===== src/core/btsc_pkg.sv =====
// Package for the bit-test, skip and call unit.
// Assumes an 11-bit program counter and an 8-bit data path.
package btsc_pkg;

  // ----------------------------------------------------------------
  // Widths
  // ----------------------------------------------------------------
  localparam int PC_W    = 11;
  localparam int DATA_W  = 8;
  localparam int BIT_W   = 3;
  localparam int HI_W    = 3;
  localparam int SP_W    = 3;

  // ----------------------------------------------------------------
  // Operation codes presented to the unit
  // ----------------------------------------------------------------
  localparam logic [2:0] OP_NONE  = 3'h0;
  localparam logic [2:0] OP_TBSC  = 3'h1;  // test_bit_skip_if_clear
  localparam logic [2:0] OP_TBSS  = 3'h2;  // test_bit_skip_if_set
  localparam logic [2:0] OP_CALL  = 3'h3;  // immediate call
  localparam logic [2:0] OP_CALLW = 3'h4;  // call_via_work_register

  // ----------------------------------------------------------------
  // Reset values and cycle counts
  // ----------------------------------------------------------------
  localparam logic [PC_W-1:0] PC_RST    = 11'h000;
  localparam logic [SP_W-1:0] SP_RST    = 3'h0;
  localparam int              SKIP_CYC  = 2;
  localparam int              CALL_CYC  = 2;
  localparam int              PLAIN_CYC = 1;

endpackage


===== src/core/btsc_target.sv =====
// Call target former for the bit-test, skip and call unit.
// Assumes operands are stable in the cycle the call is decoded.
`timescale 1ns/1ps

module btsc_target
  import btsc_pkg::*;
(
  input  wire logic [2:0]        op,
  input  wire logic [DATA_W-1:0] imm,
  input  wire logic [HI_W-1:0]   pc_high_buffer,
  input  wire logic [HI_W-1:0]   table_high_pointer,
  input  wire logic [DATA_W-1:0] work_register,
  output logic      [PC_W-1:0]   target
);

  // ----------------------------------------------------------------
  // Target selection
  // ----------------------------------------------------------------
  // Only the low three bits of each high source reach the PC
  always_comb begin
    if (op == OP_CALLW) begin
      target = {table_high_pointer, work_register};
    end else begin
      target = {pc_high_buffer, imm};
    end
  end

endmodule


===== src/core/btsc_unit.sv =====
// Bit-test-and-skip and subroutine call execution unit.
// Assumes the core presents one decoded instruction per cycle on op
// while ready is high, with the addressed register value in reg_val.
// Stack storage lives outside; this unit drives a push strobe.
`timescale 1ns/1ps

// How it works
// - Clear bit tested: next instruction becomes no-op
// - Set bit tested: next instruction becomes no-op
// - Skip tests take one or two cycles
// - Calls push PC plus one, flags untouched
// - Immediate call: buffer high bits, operand low
// - Register call: pointer high bits, work low
module btsc_unit
  import btsc_pkg::*;
#(
  parameter int STACK_DEPTH = 8
)(
  input  wire logic                        clk,
  input  wire logic                        rst,
  input  wire logic                        ce,
  input  wire logic [2:0]                  op,
  input  wire logic [btsc_pkg::DATA_W-1:0] reg_val,
  input  wire logic [btsc_pkg::BIT_W-1:0]  bit_sel,
  input  wire logic [btsc_pkg::DATA_W-1:0] imm,
  input  wire logic [btsc_pkg::HI_W-1:0]   pc_high_buffer,
  input  wire logic [btsc_pkg::HI_W-1:0]   table_high_pointer,
  input  wire logic [btsc_pkg::DATA_W-1:0] work_register,
  output logic      [btsc_pkg::PC_W-1:0]   pc_q,
  output logic                             ready_q,
  output logic                             nop_q,
  output logic                             push_q,
  output logic      [btsc_pkg::PC_W-1:0]   push_data_q,
  output logic      [btsc_pkg::SP_W-1:0]   push_slot_q,
  output logic      [btsc_pkg::SP_W-1:0]   sp_q,
  output logic                             flags_we_q
);
  import btsc_pkg::*;

  // Pointer width caps the depth; a single slot leaves nothing to walk
  if (STACK_DEPTH < 2 || STACK_DEPTH > (1 << SP_W)) begin : g_depth_chk
    $error("STACK_DEPTH out of range");
  end

  // ----------------------------------------------------------------
  // State
  // ----------------------------------------------------------------
  typedef enum logic [2:0] {
    ST_RUN  = 3'b001,
    ST_SKIP = 3'b010,
    ST_CALL = 3'b100
  } state_e;

  state_e            state_q;
  logic [PC_W-1:0]   target;
  logic [PC_W-1:0]   target_q;
  logic              bit_val;
  logic              take_skip;
  logic              is_call;
  logic              accept;

  btsc_target u_target (
    .op                 (op),
    .imm                (imm),
    .pc_high_buffer     (pc_high_buffer),
    .table_high_pointer (table_high_pointer),
    .work_register      (work_register),
    .target             (target)
  );

  // ----------------------------------------------------------------
  // Decode
  // ----------------------------------------------------------------
  // New instructions are only taken in the run state
  assign accept    = ce && (state_q == ST_RUN);
  assign bit_val   = reg_val[bit_sel];
  assign is_call   = (op == OP_CALL) || (op == OP_CALLW);
  assign take_skip = ((op == OP_TBSC) && !bit_val)
                  || ((op == OP_TBSS) && bit_val);

  // ----------------------------------------------------------------
  // Sequencer
  // ----------------------------------------------------------------
  // Second cycle of a skip or a call holds off the next instruction
  always_ff @(posedge clk) begin
    if (rst) begin
      state_q <= ST_RUN;
      ready_q <= 1'b1;
      nop_q   <= 1'b0;
    end else if (ce) begin
      case (state_q)
        ST_RUN: begin
          nop_q <= 1'b0;
          if (take_skip) begin
            state_q <= ST_SKIP;
            ready_q <= 1'b0;
            nop_q   <= 1'b1;
          end else if (is_call) begin
            state_q <= ST_CALL;
            ready_q <= 1'b0;
          end
        end
        default: begin
          state_q <= ST_RUN;
          ready_q <= 1'b1;
          nop_q   <= 1'b0;
        end
      endcase
    end
  end

  // ----------------------------------------------------------------
  // Program counter
  // ----------------------------------------------------------------
  // Fetched instruction sits at pc_q+1; a skip steps over it
  always_ff @(posedge clk) begin
    if (rst) begin
      pc_q     <= PC_RST;
      target_q <= PC_RST;
    end else if (ce) begin
      case (state_q)
        ST_RUN: begin
          if (is_call) begin
            target_q <= target;
            pc_q     <= pc_q;
          end else if (op != OP_NONE || take_skip) begin
            pc_q <= pc_q + 11'h001;
          end
        end
        ST_SKIP: pc_q <= pc_q + 11'h001;
        default: pc_q <= target_q;
      endcase
    end
  end

  // ----------------------------------------------------------------
  // Return stack push
  // ----------------------------------------------------------------
  // Pointer wraps at depth; overflow silently overwrites oldest slot
  always_ff @(posedge clk) begin
    if (rst) begin
      push_q      <= 1'b0;
      push_data_q <= PC_RST;
      push_slot_q <= SP_RST;
      sp_q        <= SP_RST;
    end else if (ce) begin
      push_q <= 1'b0;
      if (accept && is_call) begin
        push_q      <= 1'b1;
        push_data_q <= pc_q + 11'h001;
        push_slot_q <= sp_q;
        if (sp_q == SP_W'(STACK_DEPTH - 1)) begin
          sp_q <= SP_RST;
        end else begin
          sp_q <= sp_q + 3'h1;
        end
      end
    end
  end

  // Flag writes never come from these instructions
  always_ff @(posedge clk) begin
    if (rst) begin
      flags_we_q <= 1'b0;
    end else if (ce) begin
      flags_we_q <= 1'b0;
    end
  end

  // ----------------------------------------------------------------
  // Checks
  // ----------------------------------------------------------------
  skip_nop_a: assert property (@(posedge clk) disable iff (rst)
      ce && state_q == ST_RUN && take_skip |=> nop_q && !ready_q)
    else $error("skip did not issue a no-op");

  skip_clr_a: assert property (@(posedge clk) disable iff (rst)
      ce && state_q == ST_RUN && op == OP_TBSC && !bit_val |=> nop_q)
    else $error("clear-bit skip missed");

  skip_set_a: assert property (@(posedge clk) disable iff (rst)
      ce && state_q == ST_RUN && op == OP_TBSS && bit_val |=> nop_q)
    else $error("set-bit skip missed");

  no_skip_a: assert property (@(posedge clk) disable iff (rst)
      ce && state_q == ST_RUN && !take_skip && !is_call |=> ready_q)
    else $error("plain test took two cycles");

  skip_two_a: assert property (@(posedge clk) disable iff (rst)
      ce && state_q == ST_RUN && take_skip ##1 ce |=> ready_q)
    else $error("skip did not end after two cycles");

  // A busy cycle must ignore whatever op is still presented
  hold_off_a: assert property (@(posedge clk) disable iff (rst)
      ce && !ready_q |=> ready_q && !push_q && !nop_q)
    else $error("op taken while busy");

  push_addr_a: assert property (@(posedge clk) disable iff (rst)
      accept && is_call |=> push_q
        && push_data_q == $past(pc_q) + 11'h001)
    else $error("wrong return address pushed");

  call_imm_a: assert property (@(posedge clk) disable iff (rst)
      accept && op == OP_CALL ##1 ce |=>
        pc_q == {$past(pc_high_buffer, 2), $past(imm, 2)})
    else $error("immediate call target wrong");

  call_work_a: assert property (@(posedge clk) disable iff (rst)
      accept && op == OP_CALLW ##1 ce |=>
        pc_q == {$past(table_high_pointer, 2),
                 $past(work_register, 2)})
    else $error("register call target wrong");

  sp_step_a: assert property (@(posedge clk) disable iff (rst)
      accept && is_call && sp_q != SP_W'(STACK_DEPTH - 1) |=>
        sp_q == $past(sp_q) + 3'h1 && push_slot_q == $past(sp_q))
    else $error("stack pointer step wrong");

  sp_wrap_a: assert property (@(posedge clk) disable iff (rst)
      accept && is_call && sp_q == SP_W'(STACK_DEPTH - 1) |=>
        sp_q == SP_RST && push_slot_q == $past(sp_q))
    else $error("stack pointer wrap wrong");

  // Low enable must hold every register where it stands
  ce_hold_a: assert property (@(posedge clk) disable iff (rst)
      !ce |=> $stable(pc_q) && $stable(sp_q) && $stable(nop_q)
        && $stable(ready_q) && $stable(push_q))
    else $error("state moved with enable low");

  flags_a: assert property (@(posedge clk) disable iff (rst)
      !flags_we_q)
    else $error("flag write from skip or call");

endmodule


===== config.mk =====
export PLATFORM = sky130hd
export DESIGN_NAME = btsc_unit
export DESIGN_NICKNAME = d
export VERILOG_FILES = /design/src/core/btsc_pkg.sv /design/src/core/btsc_target.sv /design/src/core/btsc_unit.sv
export SDC_FILE = /design/constraint.sdc
export NUM_CORES = 1
export LEC_CHECK = 0
export ABC_CLOCK_PERIOD_IN_PS = 3200
export BUFFER_PORTS_ARGS = -buffer_cell sky130_fd_sc_hd__buf_2
export CAP_MARGIN = 40
export CELL_PAD_IN_SITES_DETAIL_PLACEMENT = 1
export CELL_PAD_IN_SITES_GLOBAL_PLACEMENT = 1
export CORE_UTILIZATION = 39
export CTS_BUF_LIST = sky130_fd_sc_hd__clkbuf_16
export DETAILED_ROUTE_END_ITERATION = 10
export GPL_TIMING_DRIVEN = 0
export PLACE_DENSITY = 0.92
export SLEW_MARGIN = 30
export SYNTH_ARGS = -nofsm -noshare
export SYNTH_HDL_FRONTEND = slang
export SYNTH_SLANG_ARGS = --single-unit

===== constraint.sdc =====
create_clock -name clk -period 3.2 [get_ports clk]
set_input_delay 0 -clock clk [delete_from_list [all_inputs] [get_ports clk]]
set_output_delay 0 -clock clk [all_outputs]
set_load 0.05 [all_outputs]

==> results.yml, run 1 <==
clock_network:
  clock_tree.root_cell: "clkbuf_16"
  cts.reportedPaths.clkPinSlew_ps: 60
  cts_made_buffers: 5
  post-cts-setup-buffers: 0
  hold_buffers: 0
  cts_tree: "done"
  cts.htree.levels: 2
  clock_path_buffers: 2
  clock_sinks: 44
  cts_repair_resize_count: 0
  insertion_delay_ps: 290
global_routing:
  gr_util_all_layers_pct: 22.2
  grt_antenna_before_repair: 0
  first_global_vias: 2153
  gr-total-overflow: 0
  first_pass_grt_wire_length_um: 10200
  largest_net_degree_at_the_start_of_global_routing: 13
final_layout:
  nets: 363
  num-fill-cells: 645
  fin_util_pct: 52.0
  layout-area-overhead-vs-synth_pct: 26.1
  n_antenna_cell: 0
  share_of_post_route_cells_with_drive_strength_above_1_pct: 26.8
route:
  drt-pass1-iter-count: 4
  first_iter_violations: 103
  antenna_violating_nets_post_route: 0
  remaining_drc_errors: 0
  routed_wirelength_um: 5940
  post_drt_via_cell_ratio: 5.23
  wire_per_inst_um: 15.2
  route.vias.total: 2045
logic_synthesis:
  avgSynthCellArea_um2: 8.63
  syn-num-nets: 289
  synth_edf_count: 0
  yosys_warnings: 0
  yosys_most_used_dff: "dfxtp_1"
  cells_after_synth: 247
  ys_ff_latch: 44
  post_synth_instance_area_um2: 2130
  share_of_synthesized_flip_flops_with_an_asynchronous_set_or_reset_pct: 0
  sequential_area_share_after_synthesis_pct: 41.3
  synth_cell_type_count: 39
setup_path:
  worst-setup-path-type: "reg2reg"
  cp_required_ps: 3350
  crit_arrival_ps: 2100
  critical_path.endpoint_type: "flip-flop"
  highest_net_fanout_along_the_worst_path: 10
  critPathLaunchType: "flip-flop"
timing:
  achievable-frequency_mhz: 512
  slew_violations: 0
  fin_tns_setup_ps: 0
  layout_min_cycle_time_ps: 1950
  fin_crit_sh_pct: 61.1
  max_slew_margin_pct: 62.1
  grt_setup_unrepaired: "false"
  max_slew.worst_pin.slew_ps: 569
  max_clock_skew_ps: 4.33
  timing.final.hold_violations: 0
  setup_viol: 0
flow_run:
  drv.max_cap_violation_count: 0
placement:
  dp.final_hpwl_um: 4550
  gp_routability_congestion: 0.824
  io_buf_count: 67
floorplanning:
  top_level_pins: 71
  row_cnt: 26
  placeableCoreArea_um2: 5170
  initial_core_util_pct: 41.2
  die_h_um: 75.9
  floorplan.die.width_um: 75.9
  floorplan.die_area_um2: 5770
outcome:
  status: "finished clean"
power_and_ir_drop:
  vdd_drop_max_uv: 278
  power-per-cell-area_nw_per_um2: 507
  power_leakage_uw: 0.00109
worst_hold_path:
  worstHoldPathType: "in2reg"
-- path summary, 6_finish.rpt --
path	startpoint	endpoint	slack, ps	depth (start not counted)
hold reg to reg	push_slot_q[2]$_SDFFE_PP0P_	push_slot_q[2]$_SDFFE_PP0P_	470	2
hold / removal	imm[6]	target_q[6]$_SDFFE_PP0P_	60	3
setup reg to reg	state_q[0]$_SDFFE_PP1P_	target_q[7]$_SDFFE_PP0P_	1250	5
setup / recovery	state_q[0]$_SDFFE_PP1P_	target_q[7]$_SDFFE_PP0P_	1250	5
-- stage by stage --
stage	area, µm²	total power, µW	cells	setup WS [ps]	hold slack [ps]
after floorplan	2130	811	247	1110	234
after global placement	2550	886	384	1290	353
after detailed placement	2550	897	384	1260	366
after CTS	2690	1370	391	1240	66.5
after global routing	2690	1420	391	1080	79.6
final	2690	1360	391	1250	58.4
-- placed cells by master, fill, tap and decap left out, types with 3 or more instances in the layout --
cell	instances
xnor2_1	7
buf_1	3
mux2i_1	17
xor2_1	3
nand2b_1	5
buf_2	73
dfxtp_1	44
nor2_1	36
nand3_1	4
o21ai_0	4
clkbuf_16	5
nand2_1	28
a21oi_1	23
clkbuf_1	7
a21o_1	3
a211oi_1	20
a211o_1	6
ha_1	3
nor4_1	3
-- per-layer routing --
layer,vias up,track usage (%),part of all wire [%]
li1,1013,-,-
met1,973,26.2,43
met2,50,40.4,51
met3,9,4.22,4.4
met4,0,6.73,1.6
met5,-,0,0
-- Yosys cell counts, types with 2 or more instances --
library cell  number  share of area (%)
nor4_1             3               0.88
buf_2              6                1.4
xnor2_1            7                2.9
mux2i_1           17                8.0
o21ai_0            4               0.94
a211o_1            6                2.5
xor2_1             3                1.2
clkbuf_1           7                1.2
nand3b_1           2               0.70
dfxtp_1           44                 41
a21oi_1           23                5.4
inv_1              2               0.35
nor2_1            36                6.3
nand3_1            4               0.94
buf_1              3               0.53
a21o_1             3                1.1
nor3b_1            2               0.70
nand2_1           28                4.9
nor3_1             2               0.47
nand2b_1           5                1.5
ha_1               3                1.8
a211oi_1          20                7.0
-- cell type report --
cell class | count | area, µm² | share of cell area (%)
plain buffers | 18 | 86.3 | 3.21
clock buffers | 5 | 125 | 4.66
clock inverters | 2 | 7.51 | 0.279
inverters | 2 | 7.51 | 0.279
multi-input cells | 183 | 1160 | 43.1
flip-flops and latches | 44 | 881 | 32.8
well taps | 70 | 87.6 | 3.26
repair buffers | 67 | 335 | 12.5
-- where the power goes --
| part | switching [µW] | total [µW] | internal [µW] |
|---|---|---|---|
| Sequential | 25.9 | 604 | 578 |
| Combinational | 186 | 281 | 95.0 |
| Clock | 199 | 478 | 279 |
-- kinds of logic (layout without fill, tap and decap cells) --
logic type	Yosys count	after routing	synth area share, %
AO/OA/AOI/OAI	61	61	19.3
XOR/XNOR	10	10	4.11
adder cells (fa/ha/maj)	3	3	1.76
buffers and inverters	20	94	4.40
flip-flops	44	44	41.3
multiplexers	19	19	9.74
other	1	1	0.176
AND/OR/NAND/NOR	89	89	19.2
-- registers in the layout (all words and copies together), names as in the netlist --
signal	flops
nop_q	1
pc_q	11
push_data_q	11
push_q	1
push_slot_q	3
sp_q	3
state_q	3
target_q	11
-- critical path: stages, from the launching register on --
cell	delay [ps]
dfxtp_1	440
nor4bb_1	440
o21a_1	190
buf_2	210
buf_1	390
a211oi_1	140
No activity file was read; power rests on OpenSTA's default activity.
==> run 2, diff against run 1 <==
ABC_CLOCK_PERIOD_IN_PS = 1900   (was 3200)
CORE_UTILIZATION = 36   (was 39)
PLACE_DENSITY = 0.86   (was 0.92)
clock period = 1.9 ns   (was 3.2 ns; I/O delays follow)
==> results.yml, run 2 (same netlist as run 1, synthesis figures left out) <==
setup_path:
  crit_arrival_ps: 1970
  critical_path.endpoint_type: "flip-flop"
  highest_net_fanout_along_the_worst_path: 7
  critPathLaunchType: "flip-flop"
  cp_required_ps: 2120
  worst-setup-path-type: "reg2reg"
power_and_ir_drop:
  p_int_uw: 1760
  p_comb_share_pct: 19.3
  power-per-cell-area_nw_per_um2: 896
  power.net_switching_uw: 725
  switching_share_pct: 29.2
  p_clk_share_pct: 39.6
  total_power_uw: 2480
  sequentialPowerShare_pct: 41.1
  vdd_drop_max_uv: 395
  power_leakage_uw: 0.00111
timing:
  grt_setup_unrepaired: "false"
  layout_min_cycle_time_ps: 1760
  fin_tns_setup_ps: 0
  max_slew.worst_pin.slew_ps: 574
  max_clock_skew_ps: 4.98
  finalHoldWorstSlack_ps: 49.4
  achievable-frequency_mhz: 569
  slew_violations: 0
  fin_crit_sh_pct: 92.5
  setup_viol: 0
  max_slew_margin_pct: 61.7
  timing.final.hold_violations: 0
floorplanning:
  placeableCoreArea_um2: 5610
  initial_core_util_pct: 38.0
  floorplan.die.width_um: 79.0
  floorplan.die_area_um2: 6230
  top_level_pins: 71
  die_h_um: 79.0
  row_cnt: 27
route:
  antenna_violating_nets_post_route: 0
  post_drt_via_cell_ratio: 5.19
  routed_wirelength_um: 6030
  first_iter_violations: 124
  drt-pass1-iter-count: 4
  remaining_drc_errors: 0
  wire_per_inst_um: 15.3
  route.vias.total: 2043
worst_hold_path:
  worstHoldPathType: "in2reg"
flow_run:
  drv.max_cap_violation_count: 0
clock_network:
  insertion_delay_ps: 290
  clock_sinks: 44
  cts.reportedPaths.clkPinSlew_ps: 60
  cts_made_buffers: 5
  post-cts-setup-buffers: 0
  cts.htree.levels: 2
  cts_tree: "done"
  clock_tree.root_cell: "clkbuf_16"
  clock_path_buffers: 2
final_layout:
  n_antenna_cell: 0
  num-fill-cells: 725
  share_of_post_route_cells_with_drive_strength_above_1_pct: 31.1
  layout-area-overhead-vs-synth_pct: 29.9
  registers_with_the_highest_flip_flop_counts: "pc_q: 11 flops, push_data_q: 11 flops, target_q: 11 flops"
  fin_util_pct: 49.4
  nets: 363
  final_cell_mix: "buf_2, dfxtp_1, nor2_1"
  most_common_library_cell_in_the_layout_ignoring_fill_and_taps: "buf_2"
  final_design_area_no_fill_um2: 2770
global_routing:
  first_pass_grt_wire_length_um: 10000
  largest_net_degree_at_the_start_of_global_routing: 15
  grt_antenna_before_repair: 0
  gr_util_all_layers_pct: 21.0
  gr-total-overflow: 0
  gr-max-usage-layer: "met2"
  first_global_vias: 2081
  global_route.usage.met3_pct: 3.68
  met1_usage_pct: 25.7
  gr-usage-met2_pct: 36.9
outcome:
  status: "finished clean"
placement:
  dp.final_hpwl_um: 4360
  gp_routability_congestion: 0.824
  io_buf_count: 67
  placement.cell_area_um2: 2560
==> run 2: metal layers <==
metal | wire [µm] | vias to the layer above
met5 | 0 | -
met4 | 80 | 0
met2 | 3030 | 50
li1 | - | 1013
met3 | 252 | 7
met1 | 2670 | 973
==> run 2: worst max-delay path, cell delays in order (launching register included) <==
cell and delay [ps]:
dfxtp_2 390, ha_2 260, nand3_2 160, nor4_2 300
xnor2_1 130, a211o_1 300, a21oi_1 150
==> run 2: through the flow <==
step,cells,worst slack [ps]
3_5_place_dp,386,5.02
2_1_floorplan,247,31.0
4_1_cts,394,54.1
6_report,394,143
3_3_place_gp,386,49.2
5_1_grt,394,0.579
==> run 2: what timing repair did <==
| item | in CTS | in global routing |
|---|---|---|
| endpoints found under the setup margin | 14 | 25 |
| resized for setup | 2 | 9 |
| hold buffers | 0 | 0 |
==> run 2: power by group through the flow <==
| stage | sequential, µW | combinational, µW | clock (µW) |
|---|---|---|---|
| CTS | 1020 | 477 | 992 |
| finish | 1020 | 480 | 982 |
| global route | 1030 | 521 | 1030 |
| floorplan | 1150 | 220 | 0 |
| global placement | 1040 | 459 | 0 |
| detailed placement | 1040 | 471 | 0 |
==> run 2: cell type report <==
cell class	instances	area [µm²]	share of cell area, %
timing repair buffer	67	335	12.1
tap	72	90.1	3.25
inverter	2	7.51	0.271
clock buffer	5	125	4.52
buffer	18	91.3	3.30
clock inverter	3	42.5	1.54
sequential	44	885	31.9
multi-input combinational	183	1190	43.1
==> run 2: worst paths after layout <==
path | slack, ps | cells after the start | startpoint | end
max | 140 | 6 | pc_q[0]$_SDFFE_PP0P_ | pc_q[10]$_SDFFE_PP0P_
min | 50 | 3 | imm[3] | target_q[3]$_SDFFE_PP0P_
max reg2reg | 140 | 6 | pc_q[0]$_SDFFE_PP0P_ | pc_q[10]$_SDFFE_PP0P_
min reg2reg | 460 | 2 | push_slot_q[2]$_SDFFE_PP0P_ | push_slot_q[2]$_SDFFE_PP0P_
==> run 3, diff against run 2 <==
SYNTH_HIERARCHICAL = 1   (was not set)
==> results.yml, run 3 <==
outcome:
  status: "finished clean"
setup_path:
  critPathLaunchType: "flip-flop"
  timing.critical_path.slowest_cell_delay_ps: 480
  critical_path.endpoint_type: "flip-flop"
  cp_required_ps: 2110
  highest_net_fanout_along_the_worst_path: 10
  crit_arrival_ps: 1960
  worst-path-buf-inv: 1
  cp_top_family: "buffers and inverters"
  worst-setup-path-type: "reg2reg"
  crit_slowest_cell: "clkbuf_1"
  timing.critical_path.cells: "and4bb_2, o21ai_1, clkbuf_1, nand2_1, a21oi_1"
clock_network:
  cts.htree.levels: 2
  cts_made_buffers: 5
  cts.reportedPaths.clkPinSlew_ps: 60
  cts_tree: "done"
  clock_tree.root_cell: "clkbuf_16"
  clock_sinks: 44
  hold_buffers: 0
  insertion_delay_ps: 280
  post-cts-setup-buffers: 0
  clock_path_buffers: 2
route:
  routed_wirelength_um: 6100
  drt-pass1-iter-count: 4
  post_drt_via_cell_ratio: 5.17
  remaining_drc_errors: 0
  wire_per_inst_um: 14.7
  antenna_violating_nets_post_route: 0
  route.vias.total: 2151
  first_iter_violations: 92
global_routing:
  gr-total-overflow: 0
  largest_net_degree_at_the_start_of_global_routing: 13
  first_pass_grt_wire_length_um: 9830
  first_global_vias: 2068
  gr_util_all_layers_pct: 20.2
  grt_antenna_before_repair: 0
worst_hold_path:
  worstHoldPathType: "in2reg"
logic_synthesis:
  syn-num-nets: 308
  yosys_most_used_dff: "dfxtp_1"
  synth_top_cells_by_count: "nand2_1, dfxtp_1, a21oi_1"
  sequential_area_share_after_synthesis_pct: 39.9
  post-synth-top-count-cell: "nand2_1"
  synthDominantAreaCellType: "dfxtp_1"
  avgSynthCellArea_um2: 8.30
  post_synth_instance_area_um2: 2210
  cells_after_synth: 266
  ys_ff_latch: 44
  synth_cell_type_count: 44
  share_of_synthesized_flip_flops_with_an_asynchronous_set_or_reset_pct: 0
  synth_top_area_share_pct: 39.9
  yosys_warnings: 6
  synth_edf_count: 0
  ys_top_cells_by_area: "dfxtp_1, nand2_1, a21oi_1"
power_and_ir_drop:
  vdd_drop_max_uv: 487
  power-per-cell-area_nw_per_um2: 801
  total_power_uw: 2240
  power_leakage_uw: 0.00115
final_layout:
  fin_cells: 416
  share_of_post_route_cells_with_drive_strength_above_1_pct: 30.2
  n_antenna_cell: 0
  most_common_library_cell_in_the_layout_ignoring_fill_and_taps: "buf_2"
  registers_with_the_highest_flip_flop_counts: "pc_q: 11 flops, push_data_q: 11 flops, target_q: 11 flops"
  num-fill-cells: 748
  layout-area-overhead-vs-synth_pct: 26.7
  final_cell_mix: "buf_2, nand2_1, dfxtp_1"
  nets: 382
timing:
  setup_viol: 0
  max_slew.worst_pin.slew_ps: 536
  fin_crit_sh_pct: 92.3
  max_clock_skew_ps: 3.38
  layout_min_cycle_time_ps: 1750
  final_critical_path_setup_slack_ps: 146
  timing.final.hold_violations: 0
  slew_violations: 0
  fin_tns_setup_ps: 0
  achievable-frequency_mhz: 570
  max_slew_margin_pct: 64.3
  finalHoldWorstSlack_ps: 98.6
  grt_setup_unrepaired: "false"
placement:
  dpl_worst_slack_ps: 10.7
  gp_routability_congestion: 0.816
  placed_cells_incl_taps: 408
  dp.final_hpwl_um: 4490
  io_buf_count: 67
floorplanning:
  floorplan.die_area_um2: 6450
  initial_core_util_pct: 37.3
  top_level_pins: 71
  floorplan.die.width_um: 80.3
  placeableCoreArea_um2: 5920
  row_cnt: 28
  die_h_um: 80.3
flow_run:
  drv.max_cap_violation_count: 0
[run 3: cell types whose count changed after synthesis, moves of 10 or more]
| cell | delta |
|---|---|
| mux2_2 | +11 |
| a21oi_1 | +10 |
| nand2_1 | +20 |
| nor2_1 | -13 |
| a211oi_1 | -11 |
| mux2i_1 | -13 |
[run 3: power by group]
part | internal [µW] | leakage, µW | switching (µW)
sequential | 964 | 0.000358 | 33.9
clock | 473 | 0.0000738 | 337
combinational | 152 | 0.000723 | 283
total | 1590 | 0.00115 | 654
[run 3: per-layer routing]
| layer | track usage (%) | wire (µm) |
|---|---|---|
| met1 | 25.5 | 2790 |
| met5 | 0 | 0 |
| met4 | 6.43 | 75 |
| met2 | 33.9 | 2970 |
| met3 | 4.43 | 265 |
[run 3: repair_timing]
action	4_1_cts	5_1_grt
gates resized for setup	1	9
setup endpoints to repair	1	13
gates cloned	0	0
pin swaps	0	1
[run 3: metrics by stage]
stage / util [%] / cell area, µm²
after floorplan: - / 2210
after global placement: 44.6 / 2640
after detailed placement: 44.6 / 2640
after CTS: 47.0 / 2790
after global routing: 47.3 / 2800
final: 47.3 / 2800
[run 3: area by class of cell]
cell class	count	area (µm²)	area share, %
Buffer	19	96.3	3.44
Clock buffer	5	125	4.47
Clock inverter	3	11.3	0.402
Inverter	1	3.75	0.134
Multi-Input combinational cell	202	1250	44.7
Sequential cell	44	883	31.6
Tap cell	75	93.8	3.35
Timing Repair Buffer	67	335	12.0
[run 3: final timing paths]
check	start	endpoint	slack, ps	cells past startpoint
max	state_q[2]$_SDFFE_PP0P_	target_q[8]$_SDFFE_PP0P_	150	5
min	imm[7]	target_q[7]$_SDFFE_PP0P_	100	4
max reg2reg	state_q[2]$_SDFFE_PP0P_	target_q[8]$_SDFFE_PP0P_	150	5
min reg2reg	push_slot_q[1]$_SDFFE_PP0P_	push_slot_q[1]$_SDFFE_PP0P_	450	2
[run 3: worst min-delay path: cells and delay by family]
family	cells	cell delay, ps
multiplexers	1	130
AO/OA/AOI/OAI	1	100
buffers and inverters	1	70
AND/OR/NAND/NOR	1	40
[run 3: kinds of logic (layout without fill, tap and decap cells)]
kind of cell / count (synthesis) / in the layout / synth area share [%]
and+or+nand+nor: 106 / 106 / 23.2
AOI/OAI and AO/OA: 65 / 65 / 17.6
buffers and inverters: 20 / 95 / 4.36
other: 1 / 1 / 0.170
muxes: 17 / 17 / 9.12
xor gates and xnor gates: 10 / 10 / 3.97
DFF: 44 / 44 / 39.9
adders and majority gates: 3 / 3 / 1.70
